===== config.mk =====
export PLATFORM = sky130hd
export DESIGN_NAME = line_port_mode_select
export DESIGN_NICKNAME = d
export VERILOG_FILES = /design/src/inc/line_port_pkg.sv /design/src/rtl/line_port_mode_select.sv
export VERILOG_INCLUDE_DIRS = /design/src /design/src/inc
export SDC_FILE = /design/constraint.sdc
export NUM_CORES = 1
export LEC_CHECK = 0
export ABC_AREA = 1
export CAP_MARGIN = 20
export CORE_ASPECT_RATIO = 0.75
export CORE_MARGIN = 2
export CORE_UTILIZATION = 56
export CTS_CLUSTER_DIAMETER = 150
export DETAILED_ROUTE_END_ITERATION = 10
export DONT_BUFFER_PORTS = 1
export PLACE_DENSITY = 0.7
export SKIP_LAST_GASP = 1
export SLEW_MARGIN = 10
export SYNTH_ARGS = -nofsm -noshare
export SYNTH_HDL_FRONTEND = slang
export SYNTH_HIERARCHICAL = 1
export SYNTH_SLANG_ARGS = --single-unit

===== constraint.sdc =====
create_clock -name clk_i -period 3 [get_ports clk_i]
set_input_delay 0.3 -clock clk_i [delete_from_list [all_inputs] [get_ports clk_i]]
set_output_delay 0.3 -clock clk_i [all_outputs]
set_load 0.02 [all_outputs]

===== src/inc/line_port_cfg.svh =====
// constants for the line port block
`ifndef LINE_PORT_CFG_SVH
`define LINE_PORT_CFG_SVH
// ==========================================
// sizes
`define LP_NCH 4
`define LP_FIFO_DEPTH 8
`define LP_SYM_W 3
`define LP_PH_W 8
// ==========================================
// timing
`define LP_CLK_HZ 200000000
`define LP_E1_BPS 2048000
`define LP_BIT_CYC (`LP_CLK_HZ / `LP_E1_BPS)
// ==========================================
// register map and reset values
`define LP_CFG_OFS 4'h0
`define LP_STAT_OFS 8'h10
`define LP_CFG_RST 9'h000
`define LP_RC_CMI 2'h1
`endif


===== src/inc/line_port_pkg.sv =====
// types shared by the line port block
package line_port_pkg;
    typedef enum logic [1:0] {
        MODE_ANALOG = 2'b00,
        MODE_DUAL = 2'b01,
        MODE_OPTICAL = 2'b10
    } line_mode_e;

    // bit 0 is the digital line select
    typedef struct packed {
        logic tx_cmi;
        logic tx_polarity_bit;
        logic tx_full_baud_bit;
        logic tx_tristate_bit;
        logic tx_coding_bit;
        logic rx_polarity_bit;
        logic [1:0] rx_coding_field;
        logic digital_line_select;
    } line_cfg_s;

    typedef struct packed {
        logic frame_start;
        logic pos;
        logic neg;
    } tx_sym_s;

    typedef struct packed {
        logic pos;
        logic neg;
        logic valid;
    } rx_bits_s;

    typedef struct packed {
        logic tx_analog_line_a;
        logic tx_analog_line_b;
        logic analog_oe_n;
        logic tx_positive_rail_out;
        logic tx_negative_rail_out;
        logic digital_oe_n;
        logic tx_frame_marker;
    } tx_pins_s;

    function automatic line_mode_e mode_of(input logic dls, input logic code_bit);
        if (!dls) begin
            return MODE_ANALOG;
        end
        return code_bit ? MODE_DUAL : MODE_OPTICAL;
    endfunction
endpackage


===== src/rtl/line_port_mode_select.sv =====
// line port mode selection and coding, fifo, lanes and wishbone slave
//
// Notes on behaviour
// - dual-rail receive samples rails with a clock recovered from pulses.
// - dual-rail receive when line select is 1 and upper rx code is 1.
// - receive polarity bit sets input sense; reset value means active low.
// - optical rx code 00 latches with external receive clock.
// - cmi receive ignores external clock, recovers clock and data internally.
// - analog outputs only with line select 0, else digital pins carry data.
// - analog outputs high impedance until tx coding set, tristate cleared.
// - dual-rail tx is half-baud unless full-baud bit is set.
// - dual-rail tx data launched on rising tx line clock edges.
// - tx polarity bit sets dual-rail output sense; reset gives active low.
// - dual-rail tx when line select is 1 and tx coding bit is 1.
// - digital tx pins high impedance until line select set, tristate cleared.
// - optical tx when line select is 1 and tx coding bit is 0.
// - nrz optical bits held full bit, launched on rising tx clock edge.
// - cmi optical symbols shift on both tx clock edges.
// - optical tx active high after reset unless tx polarity inverts it.
// - optical nrz receive latches data on falling external clock edge.
// - optical tx emits frame marker with first bit of each frame.
//
// Local design decisions: register access over Wishbone and the address map.
`timescale 1ns/1ps
`default_nettype none
`include "line_port_cfg.svh"

// ==========================================
// symbol fifo
module lp_fifo #(
    parameter int W = `LP_SYM_W,
    parameter int DEPTH = `LP_FIFO_DEPTH
) (
    // clock and reset
    input wire logic clk_i,
    input wire logic rst_i,
    // fill side
    input wire logic in_valid_i,
    output logic in_ready_o,
    input wire logic [W-1:0] in_data_i,
    // drain side
    output logic out_valid_o,
    input wire logic out_ready_i,
    output logic [W-1:0] out_data_o
);
    localparam int AW = $clog2(DEPTH);
    typedef struct packed {
        logic [DEPTH-1:0][W-1:0] mem;
        logic [AW-1:0] wp;
        logic [AW-1:0] rp;
        logic [AW:0] cnt;
        logic rdy;
    } fifo_s;
    fifo_s r_reg, r_next;
    logic push, pop;

    assign in_ready_o = r_reg.rdy;
    assign out_valid_o = (r_reg.cnt != '0);
    assign out_data_o = r_reg.mem[r_reg.rp];

    always_comb begin
        r_next = r_reg;
        push = in_valid_i & r_reg.rdy;
        pop = out_ready_i & (r_reg.cnt != '0);
        if (push) begin
            r_next.mem[r_reg.wp] = in_data_i;
            r_next.wp = (r_reg.wp == AW'(DEPTH - 1)) ? '0 : AW'(r_reg.wp + 1'b1);
        end
        if (pop) begin
            r_next.rp = (r_reg.rp == AW'(DEPTH - 1)) ? '0 : AW'(r_reg.rp + 1'b1);
        end
        r_next.cnt = (AW + 1)'(r_reg.cnt + (AW + 1)'(push) - (AW + 1)'(pop));
        r_next.rdy = (r_next.cnt != (AW + 1)'(DEPTH));
    end

    always_ff @(posedge clk_i) begin
        if (rst_i) begin
            r_reg <= '{mem: '0, wp: '0, rp: '0, cnt: '0, rdy: 1'b1};
        end else begin
            r_reg <= r_next;
        end
    end
endmodule

// ==========================================
// one channel of line logic
module lp_lane
    import line_port_pkg::*;
#(
    parameter int BIT_CYC = `LP_BIT_CYC
) (
    // clock and reset
    input wire logic clk_i,
    input wire logic rst_i,
    // settings
    input wire line_cfg_s cfg_i,
    // transmit symbol stream
    input wire tx_sym_s tx_sym_i,
    input wire logic tx_valid_i,
    output logic tx_ready_o,
    // line pins
    input wire logic rx_positive_rail_in_i,
    input wire logic rx_negative_rail_in_i,
    input wire logic rx_external_clock_in_i,
    input wire logic tx_line_clock_i,
    output rx_bits_s rx_o,
    output tx_pins_s tx_o
);
    localparam logic [`LP_PH_W-1:0] PH_Q = `LP_PH_W'(BIT_CYC / 4);
    localparam logic [`LP_PH_W-1:0] PH_3Q = `LP_PH_W'((3 * BIT_CYC) / 4);
    localparam logic [`LP_PH_W-1:0] PH_END = `LP_PH_W'(BIT_CYC - 1);

    typedef struct packed {
        logic [2:0] tck;
        logic [2:0] rck;
        logic [2:0] rp;
        logic [2:0] rn;
        logic [`LP_PH_W-1:0] ph;
        logic cmi_a;
        logic cmi_lvl;
        tx_sym_s sym;
        logic pos;
        logic neg;
        logic d;
        rx_bits_s rx;
        tx_pins_s pins;
    } lane_s;
    lane_s r_reg, r_next;

    line_mode_e tx_mode, rx_mode;
    logic rise, fall, rck_fall, pop, fifo_v, rx_cmi;
    logic rp_act, rp_old, rn_act, rn_old, resync;
    tx_sym_s fifo_d, sym;

    assign rise = r_reg.tck[1] & ~r_reg.tck[2];
    assign fall = ~r_reg.tck[1] & r_reg.tck[2];
    assign rck_fall = ~r_reg.rck[1] & r_reg.rck[2];
    assign pop = rise;
    assign rx_o = r_reg.rx;
    assign tx_o = r_reg.pins;

    lp_fifo #(.W(`LP_SYM_W), .DEPTH(`LP_FIFO_DEPTH)) u_fifo (
        .clk_i(clk_i),
        .rst_i(rst_i),
        .in_valid_i(tx_valid_i),
        .in_ready_o(tx_ready_o),
        .in_data_i(tx_sym_i),
        .out_valid_o(fifo_v),
        .out_ready_i(pop),
        .out_data_o(fifo_d)
    );

    always_comb begin
        r_next = r_reg;
        r_next.tck = {r_reg.tck[1:0], tx_line_clock_i};
        r_next.rck = {r_reg.rck[1:0], rx_external_clock_in_i};
        r_next.rp = {r_reg.rp[1:0], rx_positive_rail_in_i};
        r_next.rn = {r_reg.rn[1:0], rx_negative_rail_in_i};
        rx_mode = mode_of(cfg_i.digital_line_select, cfg_i.rx_coding_field[1]);
        tx_mode = mode_of(cfg_i.digital_line_select, cfg_i.tx_coding_bit);
        rx_cmi = (cfg_i.rx_coding_field == `LP_RC_CMI);
        rp_act = r_reg.rp[1] ^ ~cfg_i.rx_polarity_bit;
        rp_old = r_reg.rp[2] ^ ~cfg_i.rx_polarity_bit;
        rn_act = r_reg.rn[1] ^ ~cfg_i.rx_polarity_bit;
        rn_old = r_reg.rn[2] ^ ~cfg_i.rx_polarity_bit;
        resync = 1'b0;
        if (rx_mode == MODE_DUAL) begin
            resync = (rp_act & ~rp_old) | (rn_act & ~rn_old);
        end else if (rx_mode == MODE_OPTICAL && rx_cmi) begin
            resync = (rp_act ^ rp_old) & ((r_reg.ph < PH_Q) | (r_reg.ph >= PH_3Q));
        end
        if (resync || r_reg.ph == PH_END) begin
            r_next.ph = '0;
        end else begin
            r_next.ph = `LP_PH_W'(r_reg.ph + 1'b1);
        end
        r_next.rx.valid = 1'b0;
        if (rx_mode == MODE_DUAL && r_reg.ph == PH_Q) begin
            r_next.rx = '{pos: rp_act, neg: rn_act, valid: 1'b1};
        end
        if (rx_mode == MODE_OPTICAL && rx_cmi) begin
            if (r_reg.ph == PH_Q) begin
                r_next.cmi_a = rp_act;
            end
            if (r_reg.ph == PH_3Q) begin
                r_next.rx = '{pos: (rp_act == r_reg.cmi_a), neg: 1'b0, valid: 1'b1};
            end
        end
        // external clock latches on falling edge
        if (rx_mode == MODE_OPTICAL && !rx_cmi && rck_fall) begin
            r_next.rx = '{pos: rp_act, neg: 1'b0, valid: 1'b1};
        end
        sym = fifo_v ? fifo_d : '0;
        if (rise) begin
            r_next.sym = sym;
            r_next.pos = sym.pos;
            r_next.neg = sym.neg;
            r_next.d = sym.pos;
            if (cfg_i.tx_cmi) begin
                r_next.d = sym.pos ? ~r_reg.cmi_lvl : 1'b0;
                r_next.cmi_lvl = sym.pos ? ~r_reg.cmi_lvl : r_reg.cmi_lvl;
            end
        end
        if (fall) begin
            if (!cfg_i.tx_full_baud_bit) begin
                r_next.pos = 1'b0;
                r_next.neg = 1'b0;
            end
            if (cfg_i.tx_cmi && !r_reg.sym.pos) begin
                r_next.d = 1'b1;
            end
        end
        r_next.pins.tx_analog_line_a = r_next.pos;
        r_next.pins.tx_analog_line_b = r_next.neg;
        if (tx_mode == MODE_DUAL) begin
            r_next.pins.tx_positive_rail_out = r_next.pos ^ ~cfg_i.tx_polarity_bit;
            r_next.pins.tx_negative_rail_out = r_next.neg ^ ~cfg_i.tx_polarity_bit;
        end else begin
            r_next.pins.tx_positive_rail_out = r_next.d ^ cfg_i.tx_polarity_bit;
            r_next.pins.tx_negative_rail_out = 1'b0;
        end
        r_next.pins.tx_frame_marker = (tx_mode == MODE_OPTICAL) & r_next.sym.frame_start;
        r_next.pins.analog_oe_n = ~(~cfg_i.digital_line_select & cfg_i.tx_coding_bit
            & ~cfg_i.tx_tristate_bit);
        r_next.pins.digital_oe_n = ~(cfg_i.digital_line_select & ~cfg_i.tx_tristate_bit);
    end

    always_ff @(posedge clk_i) begin
        if (rst_i) begin
            r_reg <= '0;
            r_reg.pins.analog_oe_n <= 1'b1;
            r_reg.pins.digital_oe_n <= 1'b1;
        end else begin
            r_reg <= r_next;
        end
    end
endmodule

// ==========================================
// top: wishbone registers and four lanes
module line_port_mode_select
    import line_port_pkg::*;
#(
    parameter int NCH = `LP_NCH,
    parameter int BIT_CYC = `LP_BIT_CYC
) (
    // clock and reset
    input wire logic clk_i,
    input wire logic rst_i,
    // wishbone slave
    input wire logic wb_cyc_i,
    input wire logic wb_stb_i,
    input wire logic wb_we_i,
    input wire logic [7:0] wb_adr_i,
    input wire logic [3:0] wb_sel_i,
    input wire logic [31:0] wb_dat_i,
    output logic [31:0] wb_dat_o,
    output logic wb_ack_o,
    // transmit streams
    input wire tx_sym_s [NCH-1:0] tx_sym_i,
    input wire logic [NCH-1:0] tx_valid_i,
    output logic [NCH-1:0] tx_ready_o,
    // line pins
    input wire logic [NCH-1:0] rx_positive_rail_in_i,
    input wire logic [NCH-1:0] rx_negative_rail_in_i,
    input wire logic [NCH-1:0] rx_external_clock_in_i,
    input wire logic [NCH-1:0] tx_line_clock_i,
    output rx_bits_s [NCH-1:0] rx_o,
    output tx_pins_s [NCH-1:0] tx_o
);
    typedef struct packed {
        line_cfg_s [NCH-1:0] cfg;
        logic ack;
        logic [31:0] dat;
    } top_s;
    top_s r_reg, r_next;
    logic req, cfg_hit;
    logic [1:0] ch;

    assign wb_ack_o = r_reg.ack;
    assign wb_dat_o = r_reg.dat;

    always_comb begin
        r_next = r_reg;
        req = wb_cyc_i & wb_stb_i & ~r_reg.ack;
        ch = wb_adr_i[3:2];
        cfg_hit = (wb_adr_i[7:4] == `LP_CFG_OFS) && (wb_adr_i[1:0] == 2'h0)
            && (32'(ch) < NCH);
        r_next.ack = req;
        if (req) begin
            r_next.dat = '0;
            if (cfg_hit) begin
                r_next.dat = 32'(r_reg.cfg[ch]);
            end else if (wb_adr_i == `LP_STAT_OFS) begin
                for (int i = 0; i < NCH; i++) begin
                    r_next.dat[8*i +: 8] = {5'h00, tx_ready_o[i], rx_o[i].pos, rx_o[i].neg};
                end
            end
            if (wb_we_i && cfg_hit) begin
                if (wb_sel_i[0]) begin
                    r_next.cfg[ch][7:0] = wb_dat_i[7:0];
                end
                if (wb_sel_i[1]) begin
                    r_next.cfg[ch][8] = wb_dat_i[8];
                end
            end
        end
    end

    always_ff @(posedge clk_i) begin
        if (rst_i) begin
            r_reg <= '0;
            for (int i = 0; i < NCH; i++) begin
                r_reg.cfg[i] <= `LP_CFG_RST;
            end
        end else begin
            r_reg <= r_next;
        end
    end

    for (genvar g = 0; g < NCH; g++) begin : g_lane
        lp_lane #(.BIT_CYC(BIT_CYC)) u_lane (
            .clk_i(clk_i),
            .rst_i(rst_i),
            .cfg_i(r_reg.cfg[g]),
            .tx_sym_i(tx_sym_i[g]),
            .tx_valid_i(tx_valid_i[g]),
            .tx_ready_o(tx_ready_o[g]),
            .rx_positive_rail_in_i(rx_positive_rail_in_i[g]),
            .rx_negative_rail_in_i(rx_negative_rail_in_i[g]),
            .rx_external_clock_in_i(rx_external_clock_in_i[g]),
            .tx_line_clock_i(tx_line_clock_i[g]),
            .rx_o(rx_o[g]),
            .tx_o(tx_o[g])
        );
    end
endmodule
`default_nettype wire


==> impl_metrics.env <==
export IMPL_drc=0
export IMPL_h_tree_depth=2
export IMPL_seq_area_mm2=0.00669
export IMPL_postRouteAntennaNets=0
export IMPL_p_leak_nw=8.59
export IMPL_status="finished clean"
export IMPL_grt_pass1_vias=13800
export IMPL_fillers=2914
export IMPL_cap_viol_max_count=0
export IMPL_grt_max_degree=116
export IMPL_slew_headroom_pct=27.8
export IMPL_cp_end_kind="flip-flop"
export IMPL_rows=56
export IMPL_gp_congestion=0.842
export IMPL_grt_overflow=0
export IMPL_start_kind="flip-flop"
export IMPL_floorplan_initialDensity_pct=56.8
export IMPL_rr_worst_depth=11
export IMPL_dr_pass1_iters=6
export IMPL_synth_area_mm2=0.0177
export IMPL_synthCells=2571
export IMPL_p_int_mw=8.30
export IMPL_cp_max_fo=5
export IMPL_final_nets=2646
export IMPL_slowest_stage="fa_1"
export IMPL_largest_register_ffs=136
export IMPL_grt_pass1_wl_mm=67.5
export IMPL_synth_warnings=6
export IMPL_slowest_delay_ps=510
export IMPL_antenna_found_initial=2
export IMPL_clock_latency_ps=520
export IMPL_die_h_um=158
export IMPL_min_path_cells=2
export IMPL_hp_class="primary input to flip-flop"
export IMPL_total_power_mw=12.1
export IMPL_power_density_mw_per_mm2=642
export IMPL_cts_root_buf="clkbuf_16"
export IMPL_area_delta_synth_final_pct=6.45
export IMPL_rsz0062_at_grt="false"
export IMPL_tns_ps=0
export IMPL_path_cells="inv_1 -> nor2_2 -> a21boi_0 -> ha_1 -> inv_1 -> ha_1 -> inv_1 -> fa_1 -> nand2_1 -> nor2_1 -> nand3_1"
export IMPL_hold_viol=0
export IMPL_die_area_mm2=0.0331
export IMPL_required_ps=3370
export IMPL_finClkSkew_ps=12.9
export IMPL_track_usage_pct=25.2
export IMPL_dp_hpwl_mm=29.3
export IMPL_ios=158
export IMPL_yosysSeqAreaShare_pct=37.8
export IMPL_finalCriticalPeriod_ps=2630
export IMPL_p_clk_share_pct=37.0
export IMPL_wl_mm=41.4
export IMPL_cts_resized=0
export IMPL_p_sw_mw=3.80
export IMPL_drive_gt1_share_pct=10.5
export IMPL_multi_input_area_mm2=0.00857
export IMPL_cts_clk_slew_worst_paths_ps=60
export IMPL_arrival_ps=3000
export IMPL_ys_async_sr_fraction_pct=0
export IMPL_cts_sinks=334
export IMPL_die_w_um=209
export IMPL_viasPerCell=5.10
export IMPL_synth_edf_count=0
export IMPL_power_frac_comb_pct=20.9
export IMPL_post_route_period_util_pct=87.7
export IMPL_irDropWorstVdd_v=0.000517
export IMPL_timing_critical_path_mode_cell="inv_1"
export IMPL_avgSynthCellArea_um2=6.89
export IMPL_cts_tree="done"
export IMPL_swShare_pct=31.4
export IMPL_fmax_mhz=380
export IMPL_criticalPathCategory="flip-flop to flip-flop"
export IMPL_post_cts_buffers=0
export IMPL_synth_distinct_cells=46
export IMPL_drv_slew=0
export IMPL_core_mm2=0.0312
export IMPL_clockBufferDepth=3
export IMPL_ys_ff_latch=334
export IMPL_worst_pin_slew_ps=1080
export IMPL_p_seq_share_pct=42.2
export IMPL_cts_buffers=36
export IMPL_synth_ff_type="dfxtp_1"
export IMPL_wl_per_cell_um=14.0
export IMPL_drtIter0Drc=979
export IMPL_port_buffer_count=0
export IMPL_finalSetupViolCount=0
export IMPL_via_count=15000
worst paths after layout:
kind                                                from                                             to  slack (ps)
hold / removal                             tx_valid_i[1]  g_lane[1].u_lane/u_fifo/r_reg[9]$_SDFFE_PP0P_          20
setup / recovery  g_lane[3].u_lane/r_next[37]$_SDFF_PP0_  g_lane[3].u_lane/u_fifo/in_ready_o$_SDFF_PP1_         370
hold reg to reg   g_lane[1].u_lane/r_next[33]$_SDFF_PP0_         g_lane[1].u_lane/r_next[34]$_SDFF_PP0_         400
setup reg to reg  g_lane[3].u_lane/r_next[37]$_SDFF_PP0_  g_lane[3].u_lane/u_fifo/in_ready_o$_SDFF_PP1_         370
cells by family (layout without fill, tap and decap cells):
logic type,after synthesis,after routing,synth area share (%)
AO/OA/AOI/OAI,109,109,3.70
other,1,18,0.0212
flip-flops,334,334,37.8
adder cells (fa/ha/maj),48,48,3.56
AND/OR/NAND/NOR,1488,1488,39.2
XOR/XNOR,32,32,1.58
buffers and inverters,559,516,14.1
synth_stat cells, types with 12 or more instances:
cell | n | area, µm²
nor3_1 | 24 | 120
clkbuf_1 | 13 | 48.8
inv_1 | 386 | 1450
nor2_2 | 62 | 388
nand3_1 | 218 | 1090
o21ai_0 | 12 | 60.1
nand4_1 | 53 | 332
a21oi_1 | 41 | 205
xor2_1 | 24 | 210
ha_1 | 44 | 551
buf_1 | 12 | 45.0
nand2_1 | 635 | 2380
dfxtp_1 | 334 | 6690
o21ai_1 | 16 | 80.1
nor2_1 | 383 | 1440
nand3_2 | 12 | 120
nor2_4 | 41 | 462
buf_2 | 20 | 100
inv_2 | 35 | 131
buf_4 | 81 | 608
through the flow:
| stage | instance area, µm² | worst slack (ps) | cells | util (%) | hold WS (ps) |
|---|---|---|---|---|---|
| global placement | 17400 | 494 | 2862 | 55.8 | 392 |
| finish | 18800 | 370 | 2951 | 60.4 | 21.1 |
| global route | 18800 | 194 | 2949 | 60.4 | 15.6 |
| detailed placement | 17400 | 426 | 2862 | 55.8 | 398 |
| CTS | 18800 | 411 | 2948 | 60.4 | 0.612 |
| floorplan | 17800 | 732 | 2585 | - | 367 |
final cells by class:
type	instances	area share (%)
timing repair buffer	28	1.51
tap	406	2.70
multi-input combinational	1692	45.5
sequential	334	35.5
antenna	3	0.0398
inverter	425	8.46
clock buffer	51	5.67
clock inverter	12	0.657
worst max-delay path, delay by kind of cell (launching register included):
kind                       cells  cell delay [ps]
adders and majority gates      3             1000
AOI/OAI and AO/OA              1              450
and+or+nand+nor                4              430
DFF                            1              380
buffers and inverters          3              210
power by group through the flow:
stage | Clock (mW) | Sequential [mW] | Combinational (mW)
3_5_place_dp | 0 | 5.19 | 2.44
2_1_floorplan | 0 | 5.12 | 2.06
6_report | 4.47 | 5.10 | 2.52
4_1_cts | 4.58 | 5.10 | 2.52
3_3_place_gp | 0 | 5.18 | 2.35
5_1_grt | 4.76 | 5.15 | 2.88
routing by layer:
layer  vias up  share of wire (%)  GRT usage [%]  routed length, µm
met3        65                7.3           5.02               3030
met2       430                 43           40.3              17900
met5         -                  0              0                  0
li1       7701                  -              -                  -
met1      6842                 47           34.4              19500
met4         0                2.3           7.89                938
layout by cell type (no fill, tap or decap), drive strengths merged, types with 24 or more instances in the layout:
master  instances
a21oi          49
inv           423
nor3           32
nand4          54
nand2         648
nand3         235
clkbuf         51
xor2           24
nor2          488
dfxtp         334
ha             44
o21ai          32
repair_timing:
action,4_1_cts,5_1_grt
endpoints found under the hold margin,152,0
endpoints found under the setup margin,0,0
hold buffers,23,0
(Power assumes the default switching activity.)
